==> src/logic/iretc_pkg.sv <==
// Purpose: constants for the interrupt enable and tick calibration block
// Assumes: AXI4-Lite, 32-bit data, 125 MHz core clock
// Notes: register offsets are byte addresses
package iretc_pkg;
	// ----------------------------------------
	// register map
	// ----------------------------------------
	localparam logic [7:0] IRETC_OFF_CALIB = 8'h00;
	localparam logic [7:0] IRETC_OFF_ENA_LOW = 8'h04;
	localparam logic [7:0] IRETC_OFF_ENA_HIGH = 8'h08;
	localparam logic [7:0] IRETC_OFF_STATUS = 8'h0C;
	// ----------------------------------------
	// calibration word layout
	// ----------------------------------------
	localparam int IRETC_BIT_REF_ABSENT = 31;
	localparam int IRETC_BIT_INEXACT = 30;
	localparam logic [23:0] IRETC_TEN_MS_RELOAD = 24'h0009C4;
	localparam int IRETC_RELOAD_WIDTH = 24;
	// ----------------------------------------
	// enables and tick divider
	// ----------------------------------------
	localparam int IRETC_NUM_IRQ = 50;
	localparam int IRETC_HIGH_BITS = 18;
	localparam int IRETC_OSC_DIVIDE = 32;
	localparam int IRETC_DIV_WIDTH = 5;
	localparam logic [1:0] IRETC_RESP_OKAY = 2'b00;
	localparam logic [1:0] IRETC_RESP_SLVERR = 2'b10;
	localparam logic [31:0] IRETC_ZERO_WORD = 32'h00000000;
endpackage : iretc_pkg

==> src/logic/iretc_tick_divider.sv <==
// Purpose: divide the oscillator input by a fixed ratio into a one-cycle tick enable
// Assumes: osc_input_pin is a level synchronous to aclk
// Notes: counts rising edges of the oscillator input
`timescale 1ns/100ps
module iretc_tick_divider #(
	parameter int DIVIDE = iretc_pkg::IRETC_OSC_DIVIDE,
	parameter int WIDTH = iretc_pkg::IRETC_DIV_WIDTH
) (
	input wire logic aclk,
	input wire logic aresetn,
	input wire logic osc_input_pin,
	output logic tick_enable
);
	import iretc_pkg::*;
	typedef struct packed {
		logic osc_prev;
		logic [WIDTH-1:0] count;
		logic tick;
	} iretc_div_state_type;
	iretc_div_state_type state;
	iretc_div_state_type next_state;
	logic osc_rise;
	// ----------------------------------------
	// divider
	// ----------------------------------------
	// one pulse per DIVIDE oscillator rising edges
	always_comb begin
		next_state = state;
		next_state.osc_prev = osc_input_pin;
		next_state.tick = 1'b0;
		osc_rise = osc_input_pin & ~state.osc_prev;
		if (osc_rise) begin
			if (state.count == WIDTH'(DIVIDE - 1)) begin
				next_state.count = '0;
				next_state.tick = 1'b1;
			end else begin
				next_state.count = state.count + WIDTH'(1);
			end
		end
	end
	always_ff @(posedge aclk) begin
		if (!aresetn) begin
			state <= '0;
		end else begin
			state <= next_state;
		end
	end
	assign tick_enable = state.tick;
endmodule : iretc_tick_divider

==> src/logic/iretc_enable_bank.sv <==
// Purpose: write-one-to-set interrupt enable bits
// Assumes: set strobe is one cycle wide
// Notes: no clear path here; clear-enable lives elsewhere
`timescale 1ns/100ps
module iretc_enable_bank #(
	parameter int WIDTH = iretc_pkg::IRETC_NUM_IRQ
) (
	input wire logic aclk,
	input wire logic aresetn,
	input wire logic set_valid,
	input wire logic [WIDTH-1:0] set_mask,
	output logic [WIDTH-1:0] irq_enable
);
	import iretc_pkg::*;
	typedef struct packed {
		logic [WIDTH-1:0] ena;
	} iretc_bank_state_type;
	iretc_bank_state_type state;
	iretc_bank_state_type next_state;
	// ----------------------------------------
	// enable bits
	// ----------------------------------------
	// ones set, zeros leave the bit alone
	always_comb begin
		next_state = state;
		if (set_valid) begin
			next_state.ena = state.ena | set_mask;
		end
	end
	always_ff @(posedge aclk) begin
		if (!aresetn) begin
			state <= '0;
		end else begin
			state <= next_state;
		end
	end
	assign irq_enable = state.ena;
endmodule : iretc_enable_bank

==> src/logic/iretc_top.sv <==
// Purpose: interrupt set-enable registers and tick calibration word on AXI4-Lite
// Assumes: one clock, synchronous active-low reset, one access of each kind at a time
// Notes: answers one cycle after both halves of a request are held
// Function
// - Calibration bit 31 reads 0 with a reference clock present and 1 without.
// - Calibration bit 30 reads 0 when the constant gives exactly 10 ms, else 1.
// - Calibration bits 23 to 0 read the reload constant 0x9C4 for a 10 ms tick.
// - The tick counter is clocked from the oscillator input divided by 32.
// - The constant gives 10 ms when the oscillator input runs at 8 MHz.
// - Bits 31 to 0 of the low set-enable register map to interrupt lines 31 to 0.
// - Writing 1 to a set-enable bit enables its line, writing 0 changes nothing.
// - Reading a set-enable register returns the current enable of each line.
`timescale 1ns/100ps
module iretc_top #(
	parameter int NUM_IRQ = iretc_pkg::IRETC_NUM_IRQ,
	parameter logic REF_ABSENT = 1'b0,
	parameter logic [23:0] RELOAD = iretc_pkg::IRETC_TEN_MS_RELOAD
) (
	input wire logic aclk,
	input wire logic aresetn,
	input wire logic [7:0] s_axi_awaddr,
	input wire logic s_axi_awvalid,
	output logic s_axi_awready,
	input wire logic [31:0] s_axi_wdata,
	input wire logic [3:0] s_axi_wstrb,
	input wire logic s_axi_wvalid,
	output logic s_axi_wready,
	output logic [1:0] s_axi_bresp,
	output logic s_axi_bvalid,
	input wire logic s_axi_bready,
	input wire logic [7:0] s_axi_araddr,
	input wire logic s_axi_arvalid,
	output logic s_axi_arready,
	output logic [31:0] s_axi_rdata,
	output logic [1:0] s_axi_rresp,
	output logic s_axi_rvalid,
	input wire logic s_axi_rready,
	input wire logic osc_input_pin,
	output logic [iretc_pkg::IRETC_NUM_IRQ-1:0] irq_enable_set,
	output logic tick_enable
);
	import iretc_pkg::*;
	localparam int OSC_HZ = 8000000;
	localparam int TICK_MS = 10;
	// reload that yields the tick period at the nominal oscillator rate
	localparam int EXACT_RELOAD = OSC_HZ / IRETC_OSC_DIVIDE / 1000 * TICK_MS;

	typedef struct packed {
		logic aw_held;
		logic [7:0] aw_addr;
		logic w_held;
		logic [31:0] w_data;
		logic [3:0] w_strb;
		logic bvalid;
		logic [1:0] bresp;
		logic rvalid;
		logic [1:0] rresp;
		logic [31:0] rdata;
		logic inexact;
	} iretc_state_type;
	iretc_state_type state;
	iretc_state_type next_state;
	logic do_write;
	logic set_low;
	logic set_high;
	logic [NUM_IRQ-1:0] set_mask;
	logic [31:0] wmask;
	logic [31:0] read_word;
	logic read_ok;

	// ----------------------------------------
	// helpers
	// ----------------------------------------
	// byte strobes widened to a bit mask
	function automatic logic [31:0] iretc_strb_mask(input logic [3:0] strb);
		logic [31:0] m;
		m = '0;
		for (int i = 0; i < 4; i++) begin
			m[i*8 +: 8] = {8{strb[i]}};
		end
		return m;
	endfunction : iretc_strb_mask

	// address decode shared by read and write
	function automatic logic iretc_hit(input logic [7:0] addr, input logic [7:0] off);
		return addr[7:2] == off[7:2];
	endfunction : iretc_hit

	// ----------------------------------------
	// sub-blocks
	// ----------------------------------------
	iretc_enable_bank #(.WIDTH(NUM_IRQ)) u_bank (
		.aclk(aclk),
		.aresetn(aresetn),
		.set_valid(set_low | set_high),
		.set_mask(set_mask),
		.irq_enable(irq_enable_set)
	);

	iretc_tick_divider u_div (
		.aclk(aclk),
		.aresetn(aresetn),
		.osc_input_pin(osc_input_pin),
		.tick_enable(tick_enable)
	);

	// ----------------------------------------
	// write decode
	// ----------------------------------------
	// masked write data routed to the matching half of the enables
	always_comb begin
		wmask = state.w_data & iretc_strb_mask(state.w_strb);
		do_write = state.aw_held & state.w_held & ~state.bvalid;
		set_low = do_write & iretc_hit(state.aw_addr, IRETC_OFF_ENA_LOW);
		set_high = do_write & iretc_hit(state.aw_addr, IRETC_OFF_ENA_HIGH);
		set_mask = '0;
		if (set_low) begin
			set_mask[31:0] = wmask;
		end
		if (set_high) begin
			set_mask[NUM_IRQ-1:32] = wmask[IRETC_HIGH_BITS-1:0];
		end
	end

	// ----------------------------------------
	// read decode
	// ----------------------------------------
	always_comb begin
		read_word = IRETC_ZERO_WORD;
		read_ok = 1'b1;
		if (iretc_hit(s_axi_araddr, IRETC_OFF_CALIB)) begin
			read_word[IRETC_BIT_REF_ABSENT] = REF_ABSENT;
			read_word[IRETC_BIT_INEXACT] = state.inexact;
			read_word[IRETC_RELOAD_WIDTH-1:0] = RELOAD;
		end else if (iretc_hit(s_axi_araddr, IRETC_OFF_ENA_LOW)) begin
			read_word = irq_enable_set[31:0];
		end else if (iretc_hit(s_axi_araddr, IRETC_OFF_ENA_HIGH)) begin
			read_word[IRETC_HIGH_BITS-1:0] = irq_enable_set[NUM_IRQ-1:32];
		end else if (iretc_hit(s_axi_araddr, IRETC_OFF_STATUS)) begin
			read_word[0] = tick_enable;
		end else begin
			read_ok = 1'b0;
		end
	end

	// ----------------------------------------
	// bus channel state
	// ----------------------------------------
	// address and data are caught separately so either may come first
	always_comb begin
		next_state = state;
		// flag follows the reload parameter against the nominal 10 ms value
		next_state.inexact = (RELOAD != 24'(EXACT_RELOAD));
		if (s_axi_awvalid && s_axi_awready) begin
			next_state.aw_held = 1'b1;
			next_state.aw_addr = s_axi_awaddr;
		end
		if (s_axi_wvalid && s_axi_wready) begin
			next_state.w_held = 1'b1;
			next_state.w_data = s_axi_wdata;
			next_state.w_strb = s_axi_wstrb;
		end
		if (do_write) begin
			next_state.aw_held = 1'b0;
			next_state.w_held = 1'b0;
			next_state.bvalid = 1'b1;
			// only the two enable registers take writes
			next_state.bresp = (set_low | set_high) ? IRETC_RESP_OKAY : IRETC_RESP_SLVERR;
		end
		if (state.bvalid && s_axi_bready) begin
			next_state.bvalid = 1'b0;
		end
		if (s_axi_arvalid && s_axi_arready) begin
			next_state.rvalid = 1'b1;
			next_state.rdata = read_word;
			next_state.rresp = read_ok ? IRETC_RESP_OKAY : IRETC_RESP_SLVERR;
		end else if (state.rvalid && s_axi_rready) begin
			next_state.rvalid = 1'b0;
		end
	end

	always_ff @(posedge aclk) begin
		if (!aresetn) begin
			state <= '0;
		end else begin
			state <= next_state;
		end
	end

	// ready is held low while a half is waiting for its partner
	assign s_axi_awready = ~state.aw_held & ~state.bvalid;
	assign s_axi_wready = ~state.w_held & ~state.bvalid;
	assign s_axi_arready = ~state.rvalid;
	assign s_axi_bvalid = state.bvalid;
	assign s_axi_bresp = state.bresp;
	assign s_axi_rvalid = state.rvalid;
	assign s_axi_rdata = state.rdata;
	assign s_axi_rresp = state.rresp;
endmodule : iretc_top

==> config.mk <==
export PLATFORM = sky130hd
export DESIGN_NAME = iretc_top
export DESIGN_NICKNAME = d
export VERILOG_FILES = /design/src/logic/iretc_pkg.sv /design/src/logic/iretc_tick_divider.sv /design/src/logic/iretc_enable_bank.sv /design/src/logic/iretc_top.sv
export SDC_FILE = /design/constraint.sdc
export NUM_CORES = 1
export LEC_CHECK = 0
export BUFFER_PORTS_ARGS = -buffer_cell sky130_fd_sc_hd__buf_4
export CORE_ASPECT_RATIO = 1.5
export CORE_UTILIZATION = 35
export DETAILED_ROUTE_END_ITERATION = 8
export PLACE_DENSITY = 0.62
export SYNTH_ARGS = -nofsm -noshare
export SYNTH_HDL_FRONTEND = slang
export SYNTH_SLANG_ARGS = --single-unit
export TNS_END_PERCENT = 30
==> constraint.sdc <==
create_clock -name aclk -period 2.08 [get_ports aclk]
set_input_delay 0 -clock aclk [delete_from_list [all_inputs] [get_ports aclk]]
set_output_delay 0 -clock aclk [all_outputs]
set_load 0.02 [all_outputs]
After elaboration in Yosys (flattened, before gate mapping)
Cells that the tools add are included.
{"block": "totals", "regBits": 142, "input_bits": 60, "output_inout_bits": 92, "word_cells": 68}
{"block": "op_classes", "addsub": 1, "n_eq_ne": 6, "muxes": 20, "n_bitwise": 16, "n_reduce_logical": 10}
{"cell": "$or A50 B50 Y50", "n": 1}
{"cell": "$mux W18", "n": 2}
{"cell": "$and A32 B32 Y32", "n": 1}
{"cell": "$mux W32", "n": 1}
{"cell": "$mux W24", "n": 1}
{"cell": "$eq A6 B2 Y1 const B", "n": 3}
{"cell": "$mux W17", "n": 1}
{"cell": "$mux W14", "n": 1}
{"cell": "$eq A6 B1 Y1 const B", "n": 2}
{"cell": "$mux W1", "n": 9}
{"cell": "$and A1 B1 Y1", "n": 7}
{"cell": "$logic_not A6 Y1", "n": 1}
{"cell": "$mux W2", "n": 3}
{"cell": "$mux W6", "n": 1}
{"cell": "$not A1 Y1", "n": 6}
{"cell": "$add A5 B1 Y5 const B", "n": 1}
{"cell": "$eq A5 B5 Y1 const B", "n": 1}
{"cell": "$logic_and A1 B1 Y1", "n": 5}
{"cell": "$mux W5", "n": 1}
{"cell": "$reduce_or A2 Y1", "n": 2}
{"cell": "$reduce_and A2 Y1", "n": 1}
{"cell": "$reduce_bool A2 Y1", "n": 1}
{"cell": "$or A1 B1 Y1", "n": 1}

Logic depth before layout (Yosys ltp)
{"block": "logic_depth", "word_depth": 6, "mapped_depth": 6, "depth_no_buf": 6}

By module
A second synthesis with hierarchy kept.
{"block": "unflattened", "cells_unflattened": 686, "area_unflattened_um2": 6185.9}
{"mod": "iretc_top", "n_inst": 1, "cells_each": 495, "area_each_um2": 4189.0, "seq_area_each_um2": 1601.5}
{"mod": "iretc_enable_bank", "n_inst": 1, "cells_each": 161, "area_each_um2": 1675.4, "seq_area_each_um2": 1001.0}
{"mod": "iretc_tick_divider", "n_inst": 1, "cells_each": 30, "area_each_um2": 321.6, "seq_area_each_um2": 140.1}

Worst setup path after synthesis
OpenSTA, ideal clock, no wires.
{"block": "synth_timing", "path_type": "reg-to-reg", "startpoint": "reg state, in the netlist s_axi_bvalid", "endpoint": "reg state[65] (netlist name)", "setup_time_ns": 0.076, "t_arrival_ns": 1.582, "setup_slack_ns": 0.422, "path_stages_with_launch": 7, "n_path_buf": 2, "path_cell_list": "dfxtp_1 nor2_1 and2_1 buf_2 buf_1 nand2_1 a21boi_0"}
{"block": "synth_between", "elab_chain_len": 3}
{"item": "start: declaration", "line": "iretc_top.sv:61", "rtl": "iretc_state_type state;"}
{"item": "start signal: assignment", "line": "iretc_top.sv:186", "rtl": "state <= next_state;"}
{"item": "$not A1 Y1", "line": "iretc_top.sv:192", "rtl": "assign s_axi_wready = ~state.w_held & ~state.bvalid;"}
{"item": "$and A1 B1 Y1", "line": "iretc_top.sv:192"}
{"item": "named net s_axi_wready", "line": "iretc_top.sv:27", "rtl": "output logic s_axi_wready,"}
{"item": "$logic_and A1 B1 Y1", "line": "iretc_top.sv:158", "rtl": "if (s_axi_wvalid && s_axi_wready) begin"}
The timed path passes the listed nets, and every way through them passes these cells.
A chain may end at the register's enable or synchronous reset.

Worst setup path after layout
{"block": "layout_timing", "startpoint": "reg state[83] (netlist name)", "endpoint": "reg u_bank.state, in the netlist u_bank.irq_enable[43]"}
{"block": "layout_between", "elab_chain_len": 4, "word_cells_on_any_way": 7, "cone_classes": "eq/ne (2); mux (1); bitwise (4)"}
{"item": "$eq A6 B2 Y1", "line": "iretc_top.sv:86", "rtl": "return addr[7:2] == off[7:2];"}
{"item": "$and A1 B1 Y1", "line": "iretc_top.sv:115", "rtl": "set_high = do_write & iretc_hit(state.aw_addr, IRETC_OFF_ENA_HIGH);"}
{"item": "$mux W18", "line": "iretc_top.sv:120", "rtl": "if (set_high) begin"}
{"item": "$or A50 B50 Y50", "line": "iretc_enable_bank.sv:27", "rtl": "next_state.ena = state.ena | set_mask;"}
{"item": "end signal: assignment", "line": "iretc_enable_bank.sv:34", "rtl": "state <= next_state;"}
{"item": "end: declaration", "line": "iretc_enable_bank.sv:18", "rtl": "iretc_bank_state_type state;"}
Parallel ways exist; a longest one is shown, timed or not.

==> flow_summary.yaml <==
logic_synthesis:
  synth_commonest_cells: "dfxtp_1, nand2_1, nor2b_1"
  yosys.area.top_type_share_pct: 50.30
  synth_area_per_cell_um2: 9.273
  postSynthCellCount: 588
  syn_area_um2: 5453
  yosys-top-cells-area: "dfxtp_1, nor2b_1, nand2_1"
  ys.flop_type: "dfxtp_1"
  yosysSeqAreaShare_pct: 50.30
  yosysUniqueCellTypes: 35
  async_reset_ff_share_pct: 0
  synth_edf_count: 0
  yosysTopAreaCell: "dfxtp_1"
  yosysWarningCount: 0
  yosys_register_bits: 137
  yosysMostFrequentCell: "dfxtp_1"
flow_run:
  cap_viol_max_count: 0
critical_path:
  worst-path-buf-inv: 0
  rrSetupSlack_ns: 0.12
  cpPeakStageDelay_ns: 0.65
  critPathTopFamily: "simple AND/OR/NAND/NOR gates"
  r2r-start: "state[83]"
  cp_max_fo: 8
  r2r_end: "u_bank.irq_enable[43]"
  cp.required_ns: 2.42
  ff2ff_path_depth: 4
  cp.arrival_ns: 2.29
  cp_num_cells: 4
  path_class: "reg -> reg"
  crit_path_cell_trace: "or4_4 > nor4_4 > a21oi_1 > nor2b_1"
  worst_setup_path_start_kind: "register"
  critPathCaptureType: "register"
  critPathSlowestCell: "or4_4"
clock_network:
  clock_path_buffers: 2
  clk_latency_ns: 0.41
  clock_sinks: 137
  clk_pin_slew_ns: 0.06
  ctsResizeCount: 0
  cts_tree: "yes"
  htree_levels: 4
  cts_root_buffer: "clkbuf_16"
  cts_setup_buffers: 0
  cts_made_buffers: 17
run_status:
  status: "finished clean"
timing:
  worstMarginPinSlew_ns: 0.8084
  finClkSkew_ns: 0.01133
  finalCriticalPeriod_ns: 1.957
  fin_tns_setup_ns: 0
  hold_violations: 0
  slew_headroom_pct: 46.08
  finalSetupViolCount: 0
  fin_crit_sh_pct: 94.08
  rsz0062_at_grt: "false"
  finalMaxSlewViolations: 0
  fin_ws_ns: 0.1232
  max_freq_mhz: 511.0
  holdWs_ns: 0.03328
grt:
  grt_pass1_wl_mm: 23.13
  track_usage_pct: 18.44
  grt_pass1_vias: 4566
  gr-total-overflow: 0
  antenna_found_initial: 0
  grt_max_degree: 64
die:
  die-area_um2: 16090
  initial_utilization_pct: 36.02
  num_rows: 55
  io_pins: 152
  design.core.area_um2: 15140
  die_h_um: 154.9
  die_w_um: 103.9
final_layout:
  antenna_cells: 0
  n_fill_cell: 1418
  fin_cells: 960
  area_growth_syn_to_layout_pct: 38.85
  multi_input_area_um2: 2267
  final-seq-area_um2: 2743
  final_nets: 810
  layout-drive-gt1-share_pct: 25.89
worst_hold_path:
  min_path_cells: 3
  hold_class: "in -> reg"
  hold_path_startpoint: "s_axi_araddr[3]"
  holdPathEnd: "s_axi_rdata[7]"
pwr:
  irDropWorstVdd_mv: 0.4834
  cellPowerDensity_nw_per_um2: 809.8
  leakagePower_nw: 3.091
route:
  drt-wirelength-per-cell_um: 15.33
  ant_nets: 0
  route.vias.total: 4578
  vias_per_cell: 4.769
  routed_wl_mm: 14.72
  first_iter_violations: 146
  first_pass_iters: 5
  post-route-drc-count: 0
placement:
  dp.cells: 875
  portBuffers: 145
  dp_slack_ns: 0.1383
  gp_congestion: 0.7695
  dp_hpwl_mm: 10.22
-- cell usage in the layout (no fill, tap or decap), types with 5 or more instances in the layout --
cell type	instances
nor2b_1	63
a221o_1	5
nor2_1	10
clkbuf_16	17
a22oi_1	13
nand2_1	96
a21oi_1	51
dlygate4sd3_1	53
and2_1	15
mux2i_1	8
nor4_4	6
nand2b_1	10
inv_1	11
buf_4	156
a22o_1	14
o21ai_0	17
dfxtp_1	137
a21boi_0	44
-- what timing repair did --
item / CTS / global route
endpoints found under the setup margin: 0 / 0
endpoints found under the hold margin: 63 / 0
hold buffers: 53 / 0
-- report_power, final --
part | switching, mW | total [mW] | internal (mW)
clock | 1.14 | 2.85 | 1.72
sequential | 0.0532 | 2.75 | 2.70
combinational | 0.272 | 0.526 | 0.254
total | 1.46 | 6.13 | 4.67
-- worst min-delay path, delay by kind of cell --
| family | cells | cell delay (ns) |
|---|---|---|
| AO/OA/AOI/OAI | 2 | 0.23 |
| buffers and inverters | 1 | 0.16 |
-- cell families (layout without fill, tap and decap cells) --
family	Yosys count	count (layout)	synth area share, %
AO/OA/AOI/OAI	148	148	17.88
buffers and inverters	80	252	8.192
multiplexers	9	9	1.675
adder cells (fa/ha/maj)	2	2	0.4589
flip-flops	137	137	50.30
AND/OR/NAND/NOR	211	211	21.43
other	1	2	0.06877
-- registers in the layout (all words and copies together) (netlist names) --
signal / count
u_bank.irq_enable: 50
state: 44
s_axi_rdata: 32
u_div.state: 6
s_axi_bresp: 1
s_axi_bvalid: 1
s_axi_rresp: 1
s_axi_rvalid: 1
u_div.tick_enable: 1
-- stage by stage --
stage	total power [mW]	instance area [µm²]	utilization (%)
final	6.131	7571	50.01
after global routing	6.381	7571	50.01
after CTS	6.195	7571	50.01
after detailed placement	3.256	6471	42.74
after global placement	3.241	6471	42.74
after floorplan	3.081	5456	-
-- per-layer routing --
metal / part of all wire [%] / global-route usage, % / up-vias
met5: 0 / 0 / -
met4: 2.9 / 7.959 / 0
met3: 5.2 / 5.195 / 23
met2: 52 / 34.06 / 149
met1: 40 / 19.43 / 2138
li1: - / - / 2268
-- worst max path at each step --
stage	from	endpoint	slack, ns
floorplan	s_axi_bvalid	state[65]	0.42
global placement	state[83]	u_bank.irq_enable[44]	0.23
detailed placement	state[83]	u_bank.irq_enable[43]	0.14
CTS	state[83]	u_bank.irq_enable[43]	0.14
global route	state[83]	u_bank.irq_enable[47]	0.02
finish	state[83]	u_bank.irq_enable[43]	0.12
-- layout make-up --
class                      instances  share of cell area (%)
sequential                       137                   36.23
multi-input combinational        372                   29.95
timing repair buffer             209                   22.48
clock buffer                      20                   6.032
tap                              199                   3.289
clock inverter                    12                   1.487
inverter                          11                  0.5454
Power figures use the tool's default switching activity.
